`config.mk`:
```
export PLATFORM = sky130hd
export DESIGN_NAME = esi_top
export DESIGN_NICKNAME = d
export VERILOG_FILES = /design/src/include/esi_pkg.sv /design/src/include/esi_reg_if.sv /design/src/verilog/esi_apb_slave.sv /design/src/verilog/esi_edge_det.sv /design/src/verilog/esi_top.sv
export SDC_FILE = /design/constraint.sdc
export NUM_CORES = 1
export LEC_CHECK = 0
export ABC_CLOCK_PERIOD_IN_PS = 2400
export BUFFER_PORTS_ARGS = -buffer_cell sky130_fd_sc_hd__buf_2
export CAP_MARGIN = 20
export CORE_UTILIZATION = 35
export CTS_CLUSTER_DIAMETER = 120
export DETAILED_ROUTE_END_ITERATION = 8
export PLACE_DENSITY = 0.8
export SYNTH_ARGS = -nofsm -noshare
export SYNTH_HDL_FRONTEND = slang
export SYNTH_SLANG_ARGS = --single-unit
```
`constraint.sdc`:
```
create_clock -name i_clk_sys -period 2.4 [get_ports i_clk_sys]
set_input_delay 0.48 -clock i_clk_sys [delete_from_list [all_inputs] [get_ports i_clk_sys]]
set_output_delay 0.48 -clock i_clk_sys [all_outputs]
set_load 0.05 [all_outputs]
```
`src/include/esi_pkg.sv`:
```
package esi_pkg;

   localparam int unsigned ESI_DATA_W = 32;
   localparam int unsigned ESI_ADDR_W = 12;
   localparam int unsigned ESI_NUM_FLAGS = 3;
   localparam int unsigned ESI_PAD_W = ESI_DATA_W - ESI_NUM_FLAGS;

   // register byte offsets on the apb bus
   localparam logic [ESI_ADDR_W-1:0] ESI_OFS_FLAGS = 12'h000;
   localparam logic [ESI_ADDR_W-1:0] ESI_OFS_IRQ_EN = 12'h004;

   // bit positions shared by flags and enables
   localparam int unsigned ESI_BIT_LINK = 2;
   localparam int unsigned ESI_BIT_WAKE = 1;
   localparam int unsigned ESI_BIT_CARRIER = 0;

   localparam logic [ESI_NUM_FLAGS-1:0] ESI_FLAGS_RST = 3'h0;
   localparam logic [ESI_NUM_FLAGS-1:0] ESI_IRQ_EN_RST = 3'h0;
   localparam logic [ESI_PAD_W-1:0] ESI_PAD_ZERO = 29'h0;
   localparam logic [ESI_DATA_W-1:0] ESI_RDATA_RST = 32'h0;

   function automatic logic esi_addr_hit(input logic [ESI_ADDR_W-1:0] a);
      return (a == ESI_OFS_FLAGS) || (a == ESI_OFS_IRQ_EN);
   endfunction

endpackage

```
`src/include/esi_reg_if.sv`:
```
`timescale 1ns/1ps
interface esi_reg_if;
   import esi_pkg::*;
   logic wr_stb;
   logic [ESI_ADDR_W-1:0] addr;
   logic [ESI_DATA_W-1:0] wdata;
   logic [ESI_DATA_W-1:0] rdata;
   modport apb (output wr_stb, output addr, output wdata, input rdata);
   modport regs (input wr_stb, input addr, input wdata, output rdata);
endinterface

```
`src/verilog/esi_apb_slave.sv`:
```
`timescale 1ns/1ps
module esi_apb_slave import esi_pkg::*; (
   input wire logic i_clk_sys,
   input wire logic i_srst,
   input wire logic [ESI_ADDR_W-1:0] i_paddr,
   input wire logic i_psel,
   input wire logic i_penable,
   input wire logic i_pwrite,
   input wire logic [ESI_DATA_W-1:0] i_pwdata,
   output logic [ESI_DATA_W-1:0] o_prdata,
   output logic o_pready,
   output logic o_pslverr,
   esi_reg_if.apb bus
);
   logic [ESI_DATA_W-1:0] prdata_ff;
   logic pready_ff;
   logic pslverr_ff;
   logic [ESI_DATA_W-1:0] nxt_prdata;
   logic nxt_pready;
   logic nxt_pslverr;
   logic setup;
   logic hit;

   // one wait-free access phase: pready rises on the cycle after setup
   always_comb begin
      setup = i_psel & ~i_penable;
      hit = esi_addr_hit(i_paddr);
      nxt_pready = setup;
      nxt_pslverr = setup ? ~hit : 1'b0;
      nxt_prdata = prdata_ff;
      if (setup && !i_pwrite) begin
         nxt_prdata = hit ? bus.rdata : ESI_RDATA_RST;
      end
      bus.addr = i_paddr;
      bus.wdata = i_pwdata;
      bus.wr_stb = i_psel & i_penable & pready_ff & i_pwrite & hit;
   end

   always_ff @(posedge i_clk_sys) begin
      if (i_srst) begin
         prdata_ff <= ESI_RDATA_RST;
         pready_ff <= 1'b0;
         pslverr_ff <= 1'b0;
      end else begin
         prdata_ff <= nxt_prdata;
         pready_ff <= nxt_pready;
         pslverr_ff <= nxt_pslverr;
      end
   end

   assign o_prdata = prdata_ff;
   assign o_pready = pready_ff;
   assign o_pslverr = pslverr_ff;
endmodule

```
`src/verilog/esi_edge_det.sv`:
```
`timescale 1ns/1ps
module esi_edge_det import esi_pkg::*; (
   input wire logic i_clk_sys,
   input wire logic i_srst,
   input wire logic i_level,
   input wire logic i_arm,
   output logic o_rise,
   output logic o_fall
);
   logic prev_ff;
   logic nxt_prev;

   // history is held low while disarmed, so arming with a high level reports a rise
   always_comb begin
      nxt_prev = i_arm ? i_level : 1'b0;
      o_rise = i_arm & i_level & ~prev_ff;
      o_fall = i_arm & ~i_level & prev_ff;
   end

   always_ff @(posedge i_clk_sys) begin
      if (i_srst) begin
         prev_ff <= 1'b0;
      end else begin
         prev_ff <= nxt_prev;
      end
   end
endmodule

```
`src/verilog/esi_top.sv`:
```
// The implementer's own choices: the APB slave port and the register offsets.
`timescale 1ns/1ps
module esi_top import esi_pkg::*; (
   input wire logic i_clk_sys,
   input wire logic i_srst,
   input wire logic [ESI_ADDR_W-1:0] i_paddr,
   input wire logic i_psel,
   input wire logic i_penable,
   input wire logic i_pwrite,
   input wire logic [ESI_DATA_W-1:0] i_pwdata,
   output logic [ESI_DATA_W-1:0] o_prdata,
   output logic o_pready,
   output logic o_pslverr,
   input wire logic i_link_state_input,
   input wire logic i_link_pin_sel,
   input wire logic i_wake_packet_det,
   input wire logic i_bad_carrier_det,
   output logic o_irq,
   output logic o_controller_event_summary
);

   esi_reg_if u_reg_if ();

   esi_apb_slave u_apb (
      .i_clk_sys(i_clk_sys),
      .i_srst(i_srst),
      .i_paddr(i_paddr),
      .i_psel(i_psel),
      .i_penable(i_penable),
      .i_pwrite(i_pwrite),
      .i_pwdata(i_pwdata),
      .o_prdata(o_prdata),
      .o_pready(o_pready),
      .o_pslverr(o_pslverr),
      .bus(u_reg_if.apb)
   );

   logic link_rise;
   logic link_fall;
   logic carrier_rise;

   // the link detector is armed only while the pin carries the link function
   esi_edge_det u_link_det (
      .i_clk_sys(i_clk_sys),
      .i_srst(i_srst),
      .i_level(i_link_state_input),
      .i_arm(i_link_pin_sel),
      .o_rise(link_rise),
      .o_fall(link_fall)
   );

   // carrier report counts once per rising edge, so a clear is not undone
   // at once by a report that is still held high
   esi_edge_det u_carrier_det (
      .i_clk_sys(i_clk_sys),
      .i_srst(i_srst),
      .i_level(i_bad_carrier_det),
      .i_arm(1'b1),
      .o_rise(carrier_rise),
      .o_fall()
   );

   logic [ESI_NUM_FLAGS-1:0] flags_ff;
   logic [ESI_NUM_FLAGS-1:0] irq_en_ff;
   logic irq_ff;
   logic summary_ff;
   logic [ESI_NUM_FLAGS-1:0] nxt_flags;
   logic [ESI_NUM_FLAGS-1:0] nxt_irq_en;
   logic nxt_irq;
   logic [ESI_NUM_FLAGS-1:0] set_vec;
   logic [ESI_NUM_FLAGS-1:0] gated;
   logic wr_flags;
   logic wr_irq_en;

   always_comb begin
      wr_flags = u_reg_if.wr_stb && (u_reg_if.addr == ESI_OFS_FLAGS);
      wr_irq_en = u_reg_if.wr_stb && (u_reg_if.addr == ESI_OFS_IRQ_EN);
      set_vec = '0;
      set_vec[ESI_BIT_LINK] = link_rise | link_fall;
      set_vec[ESI_BIT_WAKE] = i_wake_packet_det;
      set_vec[ESI_BIT_CARRIER] = carrier_rise;
      nxt_flags = flags_ff;
      nxt_irq_en = irq_en_ff;
      if (wr_flags) begin
         nxt_flags = flags_ff & ~u_reg_if.wdata[ESI_NUM_FLAGS-1:0];
      end
      if (wr_irq_en) begin
         nxt_irq_en = u_reg_if.wdata[ESI_NUM_FLAGS-1:0];
      end
      // an event in the clearing cycle survives
      nxt_flags = nxt_flags | set_vec;
      gated = nxt_flags & nxt_irq_en;
      nxt_irq = |gated;
   end

   always_ff @(posedge i_clk_sys) begin
      if (i_srst) begin
         flags_ff <= ESI_FLAGS_RST;
         irq_en_ff <= ESI_IRQ_EN_RST;
         irq_ff <= 1'b0;
         summary_ff <= 1'b0;
      end else begin
         flags_ff <= nxt_flags;
         irq_en_ff <= nxt_irq_en;
         irq_ff <= nxt_irq;
         summary_ff <= nxt_irq;
      end
   end

   // upper bits are tied off so they always read zero
   always_comb begin
      unique case (u_reg_if.addr)
         ESI_OFS_FLAGS: u_reg_if.rdata = {ESI_PAD_ZERO, flags_ff};
         ESI_OFS_IRQ_EN: u_reg_if.rdata = {ESI_PAD_ZERO, irq_en_ff};
         default: u_reg_if.rdata = ESI_RDATA_RST;
      endcase
   end

   assign o_irq = irq_ff;
   assign o_controller_event_summary = summary_ff;

   // helper: access edge of a write to each register
   logic acc_wr_flags;
   logic acc_wr_en;
   assign acc_wr_flags = i_psel & i_penable & o_pready & i_pwrite & (i_paddr == ESI_OFS_FLAGS);
   assign acc_wr_en = i_psel & i_penable & o_pready & i_pwrite & (i_paddr == ESI_OFS_IRQ_EN);

   // flags only fall through a write of one; events can only raise them
   logic acc_wr_any;
   assign acc_wr_any = i_psel & i_penable & o_pready & i_pwrite;
endmodule
```
### Word level (Yosys, flattened, before mapping)

Index checks and enable logic that the tools add are counted.
W data, S select, Z words.

| word-level totals | value |
|---|---|
| bits in registers | 43 |
| input port bits | 53 |
| output and inout port bits | 36 |
| word-level logic and storage cells | 44 |

| cells by class | value |
|---|---|
| equality and inequality tests | 1 |
| muxes and demuxes | 4 |
| bitwise gates (word level) | 22 |
| reduce and logical (&&, ||, !) cells | 9 |

Operators with widths:

| cell | count |
|---|---|
| $eq A12 B3 Y1 const B | 1 |
| $logic_not A12 Y1 | 1 |
| $and A1 B1 Y1 | 10 |
| $mux W3 | 3 |
| $not A1 Y1 | 7 |
| $and A3 B3 Y3 | 2 |
| $pmux W3 S2 | 1 |
| $reduce_or A2 Y1 | 2 |
| $logic_and A1 B1 Y1 | 3 |
| $not A3 Y3 | 1 |
| $or A3 B3 Y3 | 1 |
| $reduce_or A3 Y1 | 1 |
| $logic_not A1 Y1 | 1 |
| $logic_or A1 B1 Y1 | 1 |
| $or A1 B1 Y1 | 1 |

### Longest topological paths before layout

Gate-level depths: netlist of the first run.

| logic depth | value |
|---|---|
| depth after elaboration | 9 |
| depth in mapped cells | 5 |
| gate-level depth less buffers | 5 |

### Hierarchy

From an unflattened synthesis of the first run, not the netlist that was laid out.

| unflattened totals | value |
|---|---|
| cells, all modules | 185 |
| area total of the unflattened synthesis | 1966.9 um^2 |

By module, submodules not included:

| module | times used | cells each | area each (um^2) | seq. area each (um^2) |
|---|---|---|---|---|
| esi_apb_slave | 1 | 128 | 1440.1 | 680.7 |
| esi_top | 1 | 49 | 431.7 | 140.1 |
| esi_edge_det | 2 | 4 | 47.5 | 20.0 |

### Least setup slack after synthesis of the first run

No wires, ideal clock.

| timing | value |
|---|---|
| kind | in2reg |
| from | in i_paddr[7] |
| to | reg summary_ff, in the netlist o_controller_event_summary |
| library setup time | 0.133 ns |
| data arrival time | 1.820 ns |
| required time | 2.267 ns |
| path slack | 0.447 ns |
| stages on the path | 5 |
| path through | or4_4 nor4_1 a21boi_1 o21ai_1 o311ai_2 |

| between the ends | value |
|---|---|
| longest elaborated chain between the ends | 8 |
| elaborated cells between the ends (all ways) | 11 |
| classes of those cells | eq/ne (1); mux (2); bitwise (3); reduce/logical (5) |

Ends and longest elaborated chain:

| element | line | RTL |
|---|---|---|
| from (decl) | esi_top.sv:6 | `input wire logic [ESI_ADDR_W-1:0] i_paddr,` |
| $eq A12 B3 Y1 or $logic_not A12 Y1 (tied branches) | esi_pkg.sv:23, esi_top.sv:77, esi_top.sv:76 |  |
| $logic_or A1 B1 Y1 | esi_pkg.sv:23 | `return (a == ESI_OFS_FLAGS) \|\| (a == ESI_OFS_IRQ_EN);` |
| $and A1 B1 Y1 | esi_apb_slave.sv:36 | `bus.wr_stb = i_psel & i_penable & pready_ff & i_pwrite & hit;` |
| $logic_and A1 B1 Y1 | esi_top.sv:76 | `wr_flags = u_reg_if.wr_stb && (u_reg_if.addr == ESI_OFS_FLAGS);` |
| $mux W3 | esi_top.sv:84 | `if (wr_flags) begin` |
| $or A3 B3 Y3 | esi_top.sv:91 | `nxt_flags = nxt_flags \| set_vec;` |
| $and A3 B3 Y3 (*) | esi_top.sv:92 | `gated = nxt_flags & nxt_irq_en;` |
| $reduce_or A3 Y1 (*) | esi_top.sv:93 | `nxt_irq = \|gated;` |
| to (signal assigned) | esi_top.sv:106 | `summary_ff <= nxt_irq;` |
| to (decl) | esi_top.sv:66 | `logic summary_ff;` |

Every way passes the cells marked *; elsewhere a longest branch is shown, timed or not.
A chain may end at the register's enable or synchronous reset.

### Worst setup path in the final report of the first run

Ends and elaborated chain as after synthesis.

==> results.md, run 1 <==
* Library cells used by synthesis at 27
* Final WL at 1620 um
* Post-CTS sizing at 0
* Fmax at about 0.54 GHz
* First-pass GRT wire length at roughly 2700 um
* H-tree lvl count at 1
* Placed wire-length estimate at approximately 1300 um
* Rows at 17
* Die area at ~2700 um^2
* Max Cap Viol at 0
* Gate Count Post-Synth at between 90 and 100
* Port Buffers at 30
* Final setup vio count at 0
* Worst-path fanout max at 3
* Fill cells at 233
* Mean Syn Cell Area at ~9 um^2
* Fin. max-slew vios at 0
* Type of origin of the critical path: input pin
* Delay-heaviest family, CP: simple AND/OR/NAND/NOR gates
* Die height at around 52 um
* Total CTS buffers at 3
* Hold worst-path end: u_carrier_det.prev_ff$_SDFF_PP0_
* Fin nets at approximately 180
* Clock Latency Late Sink at a little under 0.3 ns
* Initial DRT Pass Iterations at 4
* Vias post-DR at approximately 700
* Period utilization at 0.768
* GPL Wtd Cong at 0.735
* Worst hold stages at 2
* EDFF count, synth at 0
* Asr flop ratio synth at 0
* Die width at around 52 um
* Status: completed
* IO Count at 89
* Min-delay src: i_bad_carrier_det
* Cells after DPL at roughly 150
* R2R depth at 4
* Setup Crit Path Kind: in2reg
* Worst r2r src: u_apb.o_pready$_SDFF_PP0_
* Post-synthesis sequential area ratio at 0.324
* Setup TNS at 0 ns
* Syn Std Cell Area at between 800 and 900 um^2
* Clock sinks at 14
* Worst vdd ir at approximately 0.00026 V
* CTS tree: done
* Cts hold-fix bufs at 0
* Number of global-route vias before repair at between 600 and 700
* Clock transition at path regs at 0.09 ns
* Core area at around 2300 um^2
* RSZ-0062 raised after global routing: false
* Initial DRC count at 3
* Worst clock skew at roughly 0.0042 ns
* CP cell instances: buf_2 > or4_4 > nor4_4 > mux2i_1 > o311ai_2
* Slowest CP cell: or4_4
* Via density at approximately 4.4
* Area growth syn-to-layout at 12.1%
* Worst path max stage delay at approximately 0.56 ns
* Tmin final at approximately 1.8 ns
* DR WL/cell at roughly 10 um
* Worst Path Buf+Inv at 1
* N_diodes at 0
* Worst setup EP type: flop
* #FFs+latches synth at 14
* HP Class: in2reg
* Maximum clock insertion buffer count at 2
* Initial Utilization at 0.380
* Global route overflow at 0
* Required @ worst endpoint at about 2.6 ns
* Pin count of the biggest net entering global routing at 17
* Hold Vio Cnt, Final at 0
* Area of the multi-input gates at roughly 460 um^2
* Yosys warns at 0
* ANT nets after route at 0
* Layout cells sized above 1 at 0.352
* Primary FF master, synth: dfxtp_1
* Worst R2R End: o_controller_event_summary$_SDFF_PP0_
* Crit path DAT at around 2 ns
* Pwr dens at slightly below 600 nW/um^2
* Reg area at between 200 and 300 um^2
* DRC violations left at 0
* Non-Filler Instances at 156
* CTS Root Buffer Type: clkbuf_4
* Gr usage total at 0.138
* LEAKAGE at approximately 0.47 nW
* Post-CTS Setup Repair Bufs at 0
* Initial antenna violation count at 0
* Reg-to-reg slack, setup at about 0.95 ns
-- how the worst max path moves through the flow --
stage,startpoint,to,slack (ns),depth (start not counted)
2_1_floorplan,i_paddr[7],o_controller_event_summary$_SDFF_PP0_,0.45,5
3_3_place_gp,i_paddr[7],o_controller_event_summary$_SDFF_PP0_,0.28,5
3_5_place_dp,i_paddr[7],o_controller_event_summary$_SDFF_PP0_,0.22,5
4_1_cts,i_paddr[7],o_controller_event_summary$_SDFF_PP0_,0.53,5
5_1_grt,i_paddr[7],o_controller_event_summary$_SDFF_PP0_,0.46,6
6_report,i_paddr[7],o_controller_event_summary$_SDFF_PP0_,0.56,5
-- power by group --
group / switching [mW] / internal [mW]
combinational: 0.128 / 0.0287
sequential: 0.00265 / 0.239
clock: 0.0834 / 0.0925
total: 0.214 / 0.360
-- registers in the layout, indices dropped and copies added (netlist names) --
name	cells
flags_ff	3
irq_en_ff	3
u_apb.o_prdata	3
o_controller_event_summary	1
u_apb.o_pready	1
u_apb.o_pslverr	1
u_carrier_det.prev_ff	1
u_link_det.prev_ff	1
-- final cells by class --
cell class	instances	area share
Sequential cell	14	0.289
Timing Repair Buffer	31	0.162
Multi-Input combinational cell	79	0.476
Clock buffer	4	0.0374
Tap cell	28	0.0361
-- cells in the final DEF (no fill, tap or decap) --
cell,count
a21boi_1,2
a21oi_1,4
and2_1,1
buf_2,30
buf_4,1
clkbuf_4,3
clkbuf_8,1
conb_1,29
dfxtp_1,14
mux2_2,3
mux2i_1,3
nand2_1,5
nand2b_1,5
nand3_1,3
nand4_1,1
nor2_1,5
nor2b_1,2
nor3_1,2
nor4_1,1
nor4_4,1
o21ai_1,2
o21ba_2,2
o311ai_2,1
or2_2,1
or3_1,1
or4_1,1
or4_4,2
or4b_1,1
xor2_1,1
-- logic make-up after synthesis --
family / synth area share
buf+inv: 0.264
compound gates: 0.0939
mux: 0.0737
flops: 0.324
simple gates: 0.230
other cells: 0.00433
xor+xnor: 0.0101
-- per-layer routing --
layer / GRT usage / vias up / share of wire
li1: - / 331 / -
met1: 0.137 / 314 / 0.38
met2: 0.253 / 33 / 0.52
met3: 0.0380 / 5 / 0.082
met4: 0.0811 / 0 / 0.023
met5: 0 / - / 0
-- cell usage after synthesis, types with 2 or more instances --
library cell	count	area, um^2
a21boi_1	2	15.0
a21oi_1	4	20.0
buf_4	30	225
dfxtp_1	14	280
mux2_2	3	33.8
mux2i_1	3	30.0
nand2_1	5	18.8
nand2b_1	5	31.3
nand3_1	3	15.0
nor2_1	5	18.8
nor2b_1	2	12.5
nor3_1	2	10.0
o21ai_1	2	10.0
o21ba_2	2	20.0
or4_4	2	22.5
-- per-stage QoR --
stage	instance area, um^2	setup slack (ns)	utilization	total power, mW	hold WS [ns]
3_3_place_gp	935	0.278	0.411	0.399	0.444
6_report	971	0.556	0.427	0.574	0.402
3_5_place_dp	935	0.222	0.411	0.403	0.444
2_1_floorplan	971	0.447	-	0.411	0.463
4_1_cts	971	0.533	0.427	0.572	0.402
5_1_grt	971	0.460	0.427	0.599	0.407
No activity file was read; power rests on OpenSTA's default activity.
==> inputs of run 2 (changes only) <==
- ABC_CLOCK_PERIOD_IN_PS: 2400 -> 1700
- clock period: 2.4 -> 1.7 ns (I/O delays scaled with it)
==> run 2 against run 1 <==
Sequential cell count is the same. Utilization grew 2.0 points. Die area is the same. Global-route usage shrank 1.3 points. Wire length shrank 5.4%. Critical endpoint unchanged.
==> results.md, run 2 (synthesized netlist as in run 1, its figures left out) <==
* Status: completed
* CP cell instances: buf_2 > or4_4 > nor4_4 > buf_4 > mux2i_2 > o311ai_2
* Worst Path Buf+Inv at 2
* Setup crit start: i_paddr[8]
* DRC violations left at 0
* Via density at roughly 4.3
* ANT nets after route at 0
* Setup ws final at ~0.021 ns
* Tmin final at ~1.7 ns
* Non-Filler Instances at 160
* H-tree lvl count at 1
* Final setup vio count at 0
* Fmax at 0.595 GHz
* Initial Utilization at 0.380
* Critical path depth in cells at 6
* Final WL at approximately 1500 um
* Placed wire-length estimate at between 1000 and 1500 um
* DR WL/cell at 9.56 um
* Pin count of the biggest net entering global routing at 17
* Initial DRT Pass Iterations at 4
* Type of origin of the critical path: input pin
* Slowest CP cell: or4_4
* Worst setup EP type: flop
* Maximum clock insertion buffer count at 2
* CTS Root Buffer Type: clkbuf_4
* First-pass GRT wire length at ~2500 um
* Worst clock skew at ~0.0017 ns
* Worst vdd ir at approximately 0.00036 V
* Rows at 17
* N_diodes at 0
* WHS at between 0.2 and 0.3 ns
* Setup TNS at 0 ns
* GPL Wtd Cong at about 0.76
* Finished Core Util at 0.447
* HP Class: in2reg
* Fin nets at 187
* Initial antenna violation count at 0
* Pwr dens at between 700 and 800 nW/um^2
* Die height at 51.7 um
* Number of global-route vias before repair at 615
* Clock Latency Late Sink at roughly 0.27 ns
* Worst R2R End: o_controller_event_summary$_SDFF_PP0_
* Worst r2r src: u_apb.o_pready$_SDFF_PP0_
* Layout cells sized above 1 at 0.394
* Crit path DAT at 1.83 ns
* Worst-path fanout max at 3
* Die width at about 52 um
* Tot Pwr at about 750 uW
* Total CTS buffers at 3
* Clock sinks at 14
* Worst path max stage delay at 0.57 ns
* Max Cap Viol at 0
* CTS tree: done
* Gr usage total at 0.125
* Global route overflow at 0
* Reg-to-reg slack, setup at 0.22 ns
* Port Buffers at 30
* Placed inst area at between 900 and 1000 um^2
* IO Count at 89
* Fin. max-slew vios at 0
* Core area at 2280 um^2
* Final design instance area without fill at 1020 um^2
* Setup Crit Path Kind: in2reg
* Cells after DPL at 156
* Initial DRC count at 3
* Clock transition at path regs at roughly 0.080 ns
* Worst setup path end: o_controller_event_summary$_SDFF_PP0_
* Commonest cells after routing, fill and taps aside: 30 x buf_2, 29 x conb_1, 14 x dfxtp_1, 6 x buf_4
* Delay-heaviest family, CP: simple AND/OR/NAND/NOR gates
* Period utilization at 0.988
* RSZ-0062 raised after global routing: true
* Die area at between 2000 and 3000 um^2
* Area growth syn-to-layout at 17.5%
* Commonest non-fill, non-tap cell in the layout: buf_2
* LEAKAGE at about 0.50 nW
* Worst slack at placement at -0.312 ns
* Vias post-DR at approximately 690
* Required @ worst endpoint at ~1.9 ns
* R2R depth at 5
* Hold Vio Cnt, Final at 0
## run 2: worst min-delay path by stage
stage	startpoint	end	slack (ns)	cells after the start
after floorplan	i_srst	u_carrier_det.prev_ff$_SDFF_PP0_	0.41	1
after global placement	u_apb.o_prdata[0]$_SDFFE_PP0P_	u_apb.o_prdata[0]$_SDFFE_PP0P_	0.44	2
after detailed placement	u_apb.o_prdata[0]$_SDFFE_PP0P_	u_apb.o_prdata[0]$_SDFFE_PP0P_	0.45	2
after CTS	i_bad_carrier_det	u_carrier_det.prev_ff$_SDFF_PP0_	0.28	2
after global routing	i_link_pin_sel	u_link_det.prev_ff$_SDFF_PP0_	0.29	3
final	i_bad_carrier_det	u_carrier_det.prev_ff$_SDFF_PP0_	0.29	2
## run 2: cell type report
class                           count  area (um^2)
Timing Repair Buffer               36          195
Clock buffer                        3         22.5
Tap cell                           28         35.0
Multi-Input combinational cell     79          484
Fill cell                         218         1260
Sequential cell                    14          280
## run 2: power breakdown
part	internal, mW	total [mW]	leakage [nW]	switching (mW)
sequential	0.337	0.341	0.114	0.00360
combinational	0.0463	0.228	0.374	0.182
clock	0.0821	0.180	0.0138	0.0977
total	0.466	0.749	0.502	0.283
## run 2: what timing repair did
item / CTS / global route
gates resized for setup: 0 / 2
pin swaps: 0 / 0
hold buffers: 0 / 0
endpoints found under the setup margin: 1 / 3
buffers inserted: 0 / 1
## run 2: layer usage
| layer | GRT usage | share of wire | vias to the layer above |
|---|---|---|---|
| met4 | 0.0676 | 0.015 | 0 |
| li1 | - | - | 340 |
| met3 | 0.0234 | 0.078 | 4 |
| met2 | 0.210 | 0.51 | 36 |
| met5 | 0 | 0 | - |
| met1 | 0.150 | 0.40 | 312 |
